--- src/pfail_pkg.sv ---
/*
  Package for the power-fail and auto-restart block: timing constants,
  instruction code, start address table and sequence states.
  Assumes a single 100 MHz system clock.
*/
package pfail_pkg;

  // ----------------------------------------------------------------
  // timing
  // ----------------------------------------------------------------
  localparam int CLK_PERIOD_NS = 10;
  localparam int SETTLE_NS = 250;
  localparam int STROBE_NS = 100;
  localparam int KEYSEL_NS = 100;
  localparam int RESTART_WAIT_MS = 1500;
  // line monitor delay: longer than one half-cycle of 50/60 Hz
  localparam int MONITOR_US = 12000;
  localparam int SETTLE_CYC = (SETTLE_NS + CLK_PERIOD_NS - 1) / CLK_PERIOD_NS;
  localparam int STROBE_CYC = STROBE_NS / CLK_PERIOD_NS;
  localparam int KEYSEL_CYC = (KEYSEL_NS + CLK_PERIOD_NS - 1) / CLK_PERIOD_NS;
  localparam int RESTART_CYC = RESTART_WAIT_MS * 100000;
  localparam int MONITOR_CYC = MONITOR_US * 100;

  // ----------------------------------------------------------------
  // instruction and addresses
  // ----------------------------------------------------------------
  localparam logic [11:0] SKIP_OPCODE = 12'hC42;  // octal 6102
  localparam logic [2:0] SEL_ADDR_0000 = 3'h0;
  localparam logic [2:0] SEL_ADDR_0200 = 3'h1;
  localparam logic [2:0] SEL_ADDR_1000 = 3'h2;
  localparam logic [2:0] SEL_ADDR_2000 = 3'h3;
  localparam logic [2:0] SEL_ADDR_4000 = 3'h4;

  // ----------------------------------------------------------------
  // restart sequence states
  // ----------------------------------------------------------------
  typedef enum logic [5:0] {
    ST_IDLE   = 6'h01,
    ST_WAIT   = 6'h02,
    ST_SETTLE = 6'h04,
    ST_STROBE = 6'h08,
    ST_START  = 6'h10,
    ST_FETCH  = 6'h20
  } seq_state_t;

endpackage

--- src/delay_timer.sv ---
/*
  Retriggerable delay timer, the clocked stand-in for a one-shot.
  Assumes synchronous inputs on one clock.
*/
`timescale 1ns/100ps
`default_nettype none
module delay_timer #(
  parameter int COUNT = 4,
  parameter int W = 32
) (
  // clock and reset
  input wire logic i_clk_sys,
  input wire logic i_rst,
  // control
  input wire logic i_trig,
  // status
  output logic o_active,
  output logic o_expire
);
  logic [W-1:0] cnt_r;
  logic [W-1:0] cnt_nxt;
  logic exp_nxt;

  always_comb begin
    cnt_nxt = cnt_r;
    exp_nxt = 1'b0;
    if (i_trig) begin
      cnt_nxt = W'(COUNT);
    end else if (cnt_r != '0) begin
      cnt_nxt = cnt_r - W'(1);
      exp_nxt = (cnt_r == W'(1));
    end
  end

  always_ff @(posedge i_clk_sys) begin
    if (i_rst) begin
      cnt_r <= '0;
      o_expire <= 1'b0;
    end else begin
      cnt_r <= cnt_nxt;
      o_expire <= exp_nxt;
    end
  end

  assign o_active = (cnt_r != '0);
endmodule
`default_nettype wire

--- src/power_fail_auto_restart.sv ---
/*
  Power-fail detection and automatic restart sequencer.
  Assumes the line-monitor pulses and bus timing pulses are already
  synchronous to i_clk_sys; data bit outputs are open-drain, low active.
*/
`timescale 1ns/100ps
`default_nettype none
module power_fail_auto_restart #(
  parameter int RESTART_CYC = pfail_pkg::RESTART_CYC,
  parameter int MONITOR_CYC = pfail_pkg::MONITOR_CYC
) (
  // clock and reset
  input wire logic i_clk_sys,
  input wire logic i_rst,
  // line monitor
  input wire logic i_half_cycle,
  input wire logic i_above_restart,
  // configuration
  input wire logic i_restart_disable_switch,
  input wire logic [2:0] i_start_sel,
  // cpu bus
  input wire logic i_io_cycle,
  input wire logic [11:0] i_instr,
  input wire logic i_timing_pulse_one,
  // status and requests
  output logic o_line_good,
  output logic o_power_low_flag,
  output logic o_interrupt_request_line,
  output logic o_local_claim,
  output logic o_skip_request,
  // restart controls
  output logic o_load_addr_enable,
  output logic o_indicator_select_one,
  output logic o_state_decode_inhibit,
  output logic o_load_addr_strobe,
  output logic o_console_key_select,
  output logic o_mem_start,
  // data bits 0,1,2,4 as open-drain
  output logic [11:0] o_data,
  output logic [11:0] o_data_oe
);

  // ----------------------------------------------------------------
  // line monitor
  // ----------------------------------------------------------------
  logic mon_active;
  logic mon_expire;
  logic good_r;
  logic good_nxt;
  logic dir_r;
  logic dir_nxt;
  logic above_r;
  logic rise_ok;

  // the timer stays busy while half-cycles keep arriving
  delay_timer #(
    .COUNT(MONITOR_CYC),
    .W(32)
  ) u_monitor (
    .i_clk_sys(i_clk_sys),
    .i_rst(i_rst),
    .i_trig(i_half_cycle),
    .o_active(mon_active),
    .o_expire(mon_expire)
  );

  // direction: armed out of reset, and again after seeing the line below threshold
  assign rise_ok = i_above_restart && !above_r && dir_r;

  always_comb begin
    good_nxt = good_r;
    dir_nxt = dir_r;
    if (!i_above_restart) begin
      dir_nxt = 1'b1;
    end else if (rise_ok) begin
      dir_nxt = 1'b0;
    end
    if (mon_expire) begin
      good_nxt = 1'b0;
    end else if (mon_active && i_above_restart && !good_r) begin
      good_nxt = 1'b1;
    end
  end

  always_ff @(posedge i_clk_sys) begin
    if (i_rst) begin
      good_r <= 1'b0;
      dir_r <= 1'b1;
      above_r <= 1'b0;
    end else begin
      good_r <= good_nxt;
      dir_r <= dir_nxt;
      above_r <= i_above_restart;
    end
  end

  // ----------------------------------------------------------------
  // restart sequencer
  // ----------------------------------------------------------------
  pfail_pkg::seq_state_t st_r;
  pfail_pkg::seq_state_t st_nxt;
  logic flag_r;
  logic flag_nxt;
  logic load_r;
  logic load_nxt;
  logic key_r;
  logic key_nxt;
  logic armed_r;
  logic armed_nxt;
  logic [1:0] nstrobe_r;
  logic [1:0] nstrobe_nxt;
  logic [31:0] cnt_r;
  logic [31:0] cnt_nxt;
  logic [3:0] kcnt_r;
  logic [3:0] kcnt_nxt;
  logic good_rise;

  logic good_d_r;

  // restart triggers on the line-good edge, not on its level
  assign good_rise = good_r && !good_d_r;

  always_comb begin
    st_nxt = st_r;
    flag_nxt = flag_r;
    load_nxt = load_r;
    key_nxt = key_r;
    armed_nxt = armed_r;
    nstrobe_nxt = nstrobe_r;
    cnt_nxt = cnt_r;
    kcnt_nxt = kcnt_r;
    if (rise_ok) begin
      armed_nxt = 1'b1;
    end
    // key select asserts 100 ns after the first strobe rises, as that strobe ends
    if (kcnt_r != 4'h0) begin
      kcnt_nxt = kcnt_r - 4'h1;
      if (kcnt_r == 4'h1) begin
        key_nxt = 1'b0;
      end
    end
    case (st_r)
      pfail_pkg::ST_IDLE: begin
        if (good_rise && armed_r) begin
          armed_nxt = 1'b0;
          if (i_restart_disable_switch) begin
            flag_nxt = 1'b0;
          end else begin
            st_nxt = pfail_pkg::ST_WAIT;
            cnt_nxt = 32'(RESTART_CYC);
          end
        end
      end
      pfail_pkg::ST_WAIT: begin
        if (cnt_r <= 32'h1) begin
          st_nxt = pfail_pkg::ST_SETTLE;
          load_nxt = 1'b1;
          key_nxt = 1'b1;
          flag_nxt = 1'b0;
          nstrobe_nxt = 2'h0;
          cnt_nxt = 32'(pfail_pkg::SETTLE_CYC);
        end else begin
          cnt_nxt = cnt_r - 32'h1;
        end
      end
      pfail_pkg::ST_SETTLE: begin
        if (cnt_r <= 32'h1) begin
          if (load_r) begin
            st_nxt = pfail_pkg::ST_STROBE;
            cnt_nxt = 32'(pfail_pkg::STROBE_CYC);
            if (nstrobe_r == 2'h0) begin
              kcnt_nxt = 4'(pfail_pkg::KEYSEL_CYC);
            end
          end else begin
            st_nxt = pfail_pkg::ST_START;
            cnt_nxt = 32'(pfail_pkg::STROBE_CYC);
          end
        end else begin
          cnt_nxt = cnt_r - 32'h1;
        end
      end
      pfail_pkg::ST_STROBE: begin
        // settle time runs from the strobe's leading edge, so the
        // remaining settle after the strobe is the difference
        if (cnt_r <= 32'h1) begin
          nstrobe_nxt = nstrobe_r + 2'h1;
          if (nstrobe_r == 2'h1) begin
            load_nxt = 1'b0;
          end
          st_nxt = pfail_pkg::ST_SETTLE;
          cnt_nxt = 32'(pfail_pkg::SETTLE_CYC - pfail_pkg::STROBE_CYC);
        end else begin
          cnt_nxt = cnt_r - 32'h1;
        end
      end
      pfail_pkg::ST_START: begin
        if (cnt_r <= 32'h1) begin
          st_nxt = pfail_pkg::ST_FETCH;
        end else begin
          cnt_nxt = cnt_r - 32'h1;
        end
      end
      pfail_pkg::ST_FETCH: begin
        if (i_timing_pulse_one) begin
          key_nxt = 1'b1;
          st_nxt = pfail_pkg::ST_IDLE;
        end
      end
      default: begin
        st_nxt = pfail_pkg::ST_IDLE;
      end
    endcase
    // set wins over any clear in the same cycle
    if (mon_expire) begin
      flag_nxt = 1'b1;
    end
  end

  always_ff @(posedge i_clk_sys) begin
    if (i_rst) begin
      st_r <= pfail_pkg::ST_IDLE;
      flag_r <= 1'b0;
      load_r <= 1'b0;
      key_r <= 1'b1;
      armed_r <= 1'b0;
      nstrobe_r <= 2'h0;
      cnt_r <= 32'h0;
      kcnt_r <= 4'h0;
      good_d_r <= 1'b0;
    end else begin
      st_r <= st_nxt;
      flag_r <= flag_nxt;
      load_r <= load_nxt;
      key_r <= key_nxt;
      armed_r <= armed_nxt;
      nstrobe_r <= nstrobe_nxt;
      cnt_r <= cnt_nxt;
      kcnt_r <= kcnt_nxt;
      good_d_r <= good_r;
    end
  end

  // ----------------------------------------------------------------
  // outputs
  // ----------------------------------------------------------------
  logic skip_dec;
  logic strobe_on;
  logic [11:0] pull;

  assign skip_dec = i_io_cycle && (i_instr == pfail_pkg::SKIP_OPCODE);
  assign strobe_on = (st_r == pfail_pkg::ST_STROBE);

  // data bit 0 is the msb: 4000 pulls bit 0, 2000 bit 1, 1000 bit 2,
  // 0200 bit 4; location zero pulls none
  always_comb begin
    pull = 12'h000;
    case (i_start_sel)
      pfail_pkg::SEL_ADDR_0200: pull = 12'h080;
      pfail_pkg::SEL_ADDR_1000: pull = 12'h200;
      pfail_pkg::SEL_ADDR_2000: pull = 12'h400;
      pfail_pkg::SEL_ADDR_4000: pull = 12'h800;
      default: pull = 12'h000;
    endcase
  end

  assign o_line_good = good_r;
  assign o_power_low_flag = flag_r;
  assign o_interrupt_request_line = flag_r;
  assign o_local_claim = skip_dec;
  assign o_skip_request = skip_dec && flag_r;
  assign o_load_addr_enable = load_r;
  assign o_indicator_select_one = load_r;
  assign o_state_decode_inhibit = load_r;
  assign o_load_addr_strobe = strobe_on;
  assign o_console_key_select = !key_r;
  assign o_mem_start = (st_r == pfail_pkg::ST_START);
  assign o_data = 12'h000;
  assign o_data_oe = strobe_on ? pull : 12'h000;
endmodule
`default_nettype wire

--- config.mk ---
export PLATFORM = sky130hd
export DESIGN_NAME = power_fail_auto_restart
export DESIGN_NICKNAME = d
export VERILOG_FILES = /design/src/pfail_pkg.sv /design/src/delay_timer.sv /design/src/power_fail_auto_restart.sv
export SDC_FILE = /design/constraint.sdc
export NUM_CORES = 1
export LEC_CHECK = 0
export BUFFER_PORTS_ARGS = -buffer_cell sky130_fd_sc_hd__buf_4
export CORE_MARGIN = 5
export CORE_UTILIZATION = 60
export DETAILED_ROUTE_END_ITERATION = 12
export PLACE_DENSITY = 0.82
export SETUP_SLACK_MARGIN = 0.2
export SYNTH_ARGS = -nofsm -noshare
export SYNTH_HDL_FRONTEND = slang
export SYNTH_SLANG_ARGS = --single-unit
--- constraint.sdc ---
create_clock -name i_clk_sys -period 4.9 [get_ports i_clk_sys]
set_clock_uncertainty 0.2 [all_clocks]
set_input_delay 0.49 -clock i_clk_sys [delete_from_list [all_inputs] [get_ports i_clk_sys]]
set_output_delay 0.49 -clock i_clk_sys [all_outputs]
set_load 0.01 [all_outputs]
Word-level counts from Yosys, hierarchy flattened

Index checks and enable logic that the tools add are counted.

Register bits after elaboration: 85
Input bits: 22
Output and inout bits: 35
Word-level logic and storage cells: 122

$add $sub $neg: 4
Magnitude comparators: 1
Eq/ne operators: 27
Multiplexer cells: 44
Bitwise gates (word level): 2
Reductions and logical operators: 29

Operators by type and width:

| operator                                                                 | number |
|---|---|
| 32-bit 2-to-1 mux                                                        | 6 |
| 32-bit case mux with 5 select lines                                      | 1 |
| 32-bit by 1-bit subtractor with 32-bit output (second input constant)    | 2 |
| 12-bit case mux with 4 select lines                                      | 1 |
| 21-bit 2-to-1 mux                                                        | 2 |
| 6-bit 2-to-1 mux                                                         | 6 |
| 32-bit by 1-bit equality test with 1-bit output (second input constant)  | 1 |
| 32-bit by 1-bit <= comparator with 1-bit output (second input constant)  | 1 |
| 32-bit nonzero test                                                      | 1 |
| 6-bit case mux with 5 select lines                                       | 1 |
| 4-bit 2-to-1 mux                                                         | 5 |
| 1-bit 2-to-1 mux                                                         | 14 |
| 12-bit equality test (second input constant)                             | 1 |
| 12-bit 2-to-1 mux                                                        | 1 |
| 2-bit inequality test (second input constant)                            | 6 |
| 4-bit AND reduction                                                      | 3 |
| 3-bit by 2-bit inequality test with 1-bit output (second input constant) | 3 |
| 1-bit logical AND                                                        | 8 |
| 2-bit by 1-bit inequality test with 1-bit output (second input constant) | 4 |
| 2-bit OR reduction                                                       | 4 |
| 3-bit by 2-bit equality test with 1-bit output (second input constant)   | 2 |
| 6-bit by 1-bit equality test with 1-bit output (second input constant)   | 1 |
| 6-bit by 2-bit equality test with 1-bit output (second input constant)   | 1 |
| 6-bit by 3-bit equality test with 1-bit output (second input constant)   | 1 |
| other kinds (23)                                                         | 31 |

Logic depth before layout (Yosys ltp)

Word-level depth: 6
Gate-level depth with buffers: 9
Gate-level depth less buffers: 8

Modules after synthesis

Synthesis repeated with hierarchy kept, for this count alone.

Cells, all modules: 597
Area total of the unflattened synthesis: 4885.9 um^2

By module, submodules not included:

| module                  | instances | cells each | area each (um^2) | seq. area each (um^2) |
|---|---|---|---|---|
| power_fail_auto_restart | 1         | 397        | 3113.0           | 1041.0 |
| delay_timer             | 1         | 200        | 1773.0           | 660.6 |

Worst setup path after synthesis

Ideal clock, no wire load.

Kind: register to register
Start: register cnt_r[23]
End: register cnt_r[0]
Setup time: 0.067 ns
Arrival time: 2.618 ns
Required time: 4.633 ns
Setup slack: 2.015 ns
Cell stages (with the launch flop): 7
Buffers on the path: 0
Clock period less this slack: 2.885 ns
Cell sequence: dfxtp_1 > or4_4 > or3_4 > or4_4 > or4_4 > a21o_1 > a21oi_2

Word-level cells in the longest chain between the ends: 3
Elaborated cells between the ends (all ways): 7
Those cells by class: 1 x order compare; 1 x eq/ne; 4 x mux; 1 x reduce/logical

Ends and longest elaborated chain:

| item                                                                       | line                           | RTL |
|---|---|---|
| start: declaration                                                         | power_fail_auto_restart.sv:112 | `logic [31:0] cnt_r;` |
| start signal: assignment                                                   | power_fail_auto_restart.sv:237 | `cnt_r <= cnt_nxt;` |
| 32-bit by 1-bit <= comparator with 1-bit output (*)                        | --                             |  |
| 32-bit 2-to-1 mux (tied with other cells)                                  | power_fail_auto_restart.sv:185 | `if (cnt_r <= 32'h1) begin` |
| 32-bit case mux with 5 select lines or 4-bit AND reduction (tied branches) | --                             |  |

Every way passes the cells marked *; elsewhere a longest branch is shown, timed or not.
A chain may end at the register's enable or synchronous reset.

Worst setup path in the final report

Start: register cnt_r[27]
End: register cnt_r[12]

The elaborated chain is that of the path after synthesis.

==> run_summary.xml <==
<?xml version="1.0" encoding="UTF-8"?>
<metrics>
  <group name="status">
    <metric name="run_status" unit="">finished, final reports clean</metric>
  </group>
  <group name="clock_tree">
    <metric name="cts-root-to-sink-buffers" unit="">2</metric>
    <metric name="post_cts_resized" unit="">0</metric>
    <metric name="ctsHoldBuffers" unit="">0</metric>
    <metric name="cts.repair_timing.setup_buffer_count" unit="">0</metric>
    <metric name="clock_tree_from_tritoncts" unit="">yes</metric>
    <metric name="cts.sinks" unit="">85</metric>
    <metric name="clk_pin_slew" unit="ns">0.09</metric>
    <metric name="clock_insertion_delay_worst_skew" unit="ns">0.36</metric>
    <metric name="numCtsBuffers" unit="">9</metric>
    <metric name="h-tree-depth" unit="">3</metric>
    <metric name="cts-root-buf" unit="">clkbuf_8</metric>
  </group>
  <group name="die">
    <metric name="dieArea" unit="sq um">9610</metric>
    <metric name="floorplan.initialDensity" unit="%">60.8</metric>
    <metric name="placementRows" unit="">32</metric>
    <metric name="design.portCount" unit="">57</metric>
    <metric name="die_width" unit="um">98.0</metric>
    <metric name="core-area" unit="sq um">7650</metric>
    <metric name="floorplan.die.height" unit="um">98.0</metric>
  </group>
  <group name="finish">
    <metric name="design.final.nets" unit="">625</metric>
    <metric name="drive_above_1_share" unit="%">12.2</metric>
    <metric name="area_growth" unit="%">9.85</metric>
    <metric name="antennaDiodeCount" unit="">0</metric>
    <metric name="finish.instance_area" unit="sq um">5110</metric>
    <metric name="instances_no_fill" unit="">701</metric>
  </group>
  <group name="placement">
    <metric name="place.detailed.instances" unit="">685</metric>
    <metric name="numPortBuffers" unit="">36</metric>
    <metric name="detailed_place.area" unit="sq um">4880</metric>
    <metric name="place_congestion" unit="">0.954</metric>
    <metric name="detailed_place_hpwl" unit="um">7610</metric>
    <metric name="place_worst_setup_slack" unit="ns">1.68</metric>
  </group>
  <group name="grt">
    <metric name="first_global_vias" unit="">4027</metric>
    <metric name="grt_start_max_net_pins" unit="">48</metric>
    <metric name="gr-usage-all-layers" unit="%">23.1</metric>
    <metric name="grt.busiest_layer" unit="">met2</metric>
    <metric name="grt_first_pass_wirelength" unit="um">18600</metric>
    <metric name="number_of_antenna_violations_at_the_first_check_in_global_routing" unit="">0</metric>
    <metric name="grt-ovfl-total" unit="">0</metric>
    <metric name="use_met1" unit="%">29.6</metric>
    <metric name="global_routing_met2_resource_utilization" unit="%">37.6</metric>
    <metric name="groute.layer.met3.usage" unit="%">4.93</metric>
  </group>
  <group name="synthesis">
    <metric name="netlist_area" unit="sq um">4650</metric>
    <metric name="synth_top_area_share" unit="%">36.6</metric>
    <metric name="ys.flop_type" unit="">dfxtp_1</metric>
    <metric name="edff_count_synth" unit="">0</metric>
    <metric name="synthArstFlopShare" unit="%">0</metric>
    <metric name="yosys_cell_types" unit="">58</metric>
    <metric name="post-synth-top-area-cell" unit="">dfxtp_1</metric>
    <metric name="synth.ff_latch_count" unit="">85</metric>
    <metric name="sequential_fraction_of_the_synthesis_area" unit="%">36.6</metric>
    <metric name="syn_avg_cell_area" unit="sq um">8.11</metric>
    <metric name="synth.area.top_cells" unit="">dfxtp_1 37%, xnor2_1 6.0%, nor2_1 5.1%</metric>
    <metric name="yosysWarnings" unit="">0</metric>
    <metric name="post_synth_inst_count" unit="">573</metric>
  </group>
  <group name="timing">
    <metric name="setup_viol" unit="">0</metric>
    <metric name="max_slew.worst_pin.slew" unit="ns">0.966</metric>
    <metric name="rsz0062_at_grt" unit="">no</metric>
    <metric name="post-route-worst-setup-slack" unit="ns">1.58</metric>
    <metric name="worst_slew_margin_rel" unit="%">35.4</metric>
    <metric name="timing.final.max_slew_violations" unit="">0</metric>
    <metric name="setup_total_negative_slack" unit="ns">0</metric>
    <metric name="finalHoldViolCount" unit="">0</metric>
    <metric name="shortest_period_the_worst_path_allows" unit="ns">3.32</metric>
    <metric name="timing.final.crit_share" unit="%">67.8</metric>
    <metric name="max_freq" unit="MHz">301</metric>
  </group>
  <group name="worst_setup_path">
    <metric name="setup.worst_path.start_class" unit="">flop</metric>
    <metric name="required" unit="ns">4.97</metric>
    <metric name="setup.worst_path.class" unit="">reg2reg</metric>
    <metric name="cp.arrival" unit="ns">3.40</metric>
    <metric name="crit_path_end_kind" unit="">flop</metric>
    <metric name="reg2reg_setup_slack" unit="ns">1.58</metric>
    <metric name="worst-path-max-fanout" unit="">13</metric>
  </group>
  <group name="drt">
    <metric name="post_drt_wl_per_cell" unit="um">15.7</metric>
    <metric name="final_antenna_net_count" unit="">0</metric>
    <metric name="vias_per_cell" unit="">6.08</metric>
    <metric name="drt-total-wl" unit="um">11000</metric>
    <metric name="vias" unit="">4259</metric>
    <metric name="post-route-drc-count" unit="">0</metric>
    <metric name="drt-pass1-iter-count" unit="">5</metric>
    <metric name="detail_route.iter0.violations" unit="">341</metric>
  </group>
  <group name="worst_hold_path">
    <metric name="hold_path.class" unit="">in2reg</metric>
  </group>
  <group name="power">
    <metric name="finalPower" unit="mW">2.92</metric>
    <metric name="ir_worst_vdd" unit="mV">0.245</metric>
    <metric name="cellLeakagePower" unit="nW">1.95</metric>
    <metric name="power.density_cell_area" unit="nW/um^2">572</metric>
  </group>
  <group name="job">
    <metric name="drv.max_cap_violation_count" unit="">0</metric>
  </group>
</metrics>
==> logic make-up (layout without fill, tap and decap cells) <==
logic type,count (synthesis),after routing,share of synthesized area (%)
muxes,1,1,0.215
and+or+nand+nor,254,254,30.0
xor gates and xnor gates,40,40,7.54
DFF,85,85,36.6
other,1,20,0.0807
AOI/OAI and AO/OA,115,115,15.8
adders and majority gates,9,9,2.42
buffers and inverters,68,75,7.35
==> stage by stage <==
| stage | utilization, % | hold WS (ns) |
|---|---|---|
| 2_1_floorplan | - | 0.193 |
| 6_report | 66.8 | 0.221 |
| 4_1_cts | 66.8 | 0.204 |
| 5_1_grt | 66.8 | 0.212 |
| 3_3_place_gp | 63.8 | 0.221 |
| 3_5_place_dp | 63.8 | 0.234 |
==> state kept, by name (all words and copies together), names as in the netlist, 2 cells and up <==
name and flops:
cnt_r 32, kcnt_r 4, nstrobe_r 2, st_r 6, u_monitor.cnt_r 32
==> cell usage in the layout, fill, tap and decap left out, types with 3 or more instances in the layout <==
cell type	n
xor2_1	8
buf_4	39
a211oi_1	10
o21ai_0	18
nand2_1	33
nand4_1	5
nor3_1	33
or4_4	3
xnor2_1	32
or2_2	7
conb_1	20
ha_1	9
nor4bb_1	4
a21oi_1	45
nand3_1	21
nor4_1	21
clkbuf_8	9
nand2b_1	5
or3_1	11
a31oi_1	6
nor2_1	63
nand3b_1	8
nor4b_1	5
inv_1	20
and3_1	7
o21ai_1	3
inv_6	3
or4_1	13
dfxtp_1	85
o31ai_1	5
a311oi_1	4
a211o_1	3
==> where the power goes <==
part           switching (mW)  internal (mW)
sequential              0.118          0.800
combinational           0.912          0.528
clock                   0.272          0.293
total                    1.30           1.62
==> final timing paths <==
path,start,endpoint,depth (start not counted)
max,cnt_r[27]$_SDFFE_PP0P_,cnt_r[12]$_SDFFE_PP0P_,6
min,i_timing_pulse_one,key_r$_SDFF_PP1_,3
max reg2reg,cnt_r[27]$_SDFFE_PP0P_,cnt_r[12]$_SDFFE_PP0P_,6
min reg2reg,u_monitor.o_expire$_SDFF_PP0_,o_line_good$_SDFFE_PP0P_,1
==> final cells by class <==
class	count	area (sq um)
multi-input cells	439	2680
fillers	657	2540
flip-flops and latches	85	1700
repair buffers	39	293
well taps	102	128
clock buffers	9	124
clock inverters	7	103
inverters	20	75.1
==> cell usage after synthesis (all sizes together), types with 6 or more instances <==
master / count
ha: 9
a211oi: 10
nand2: 33
or3: 12
nand3: 21
dfxtp: 85
clkbuf: 23
or4: 16
inv: 20
nand3b: 8
or2: 7
o21ai: 21
nor3: 33
a31oi: 6
buf: 25
a21oi: 46
nor4: 23
and3: 7
xor2: 8
nor2: 63
xnor2: 32
==> layer usage <==
metal  wire length [um]  part of all wire [%]  vias up
met5                  0                     0        -
met4                301                   2.7        0
met3                817                   7.4       33
met2               5260                    48      173
met1               4600                    42     1969
li1                   -                     -     2084
==> critical path, stage by stage (launching register included) <==
cell and delay, ns:
dfxtp_1 0.35, or4_1 0.56, or3_1 0.46, or4_4 0.66, o21ai_1 0.53, o21ai_0 0.20, a211oi_1 0.28
Power figures use the tool's default switching activity.
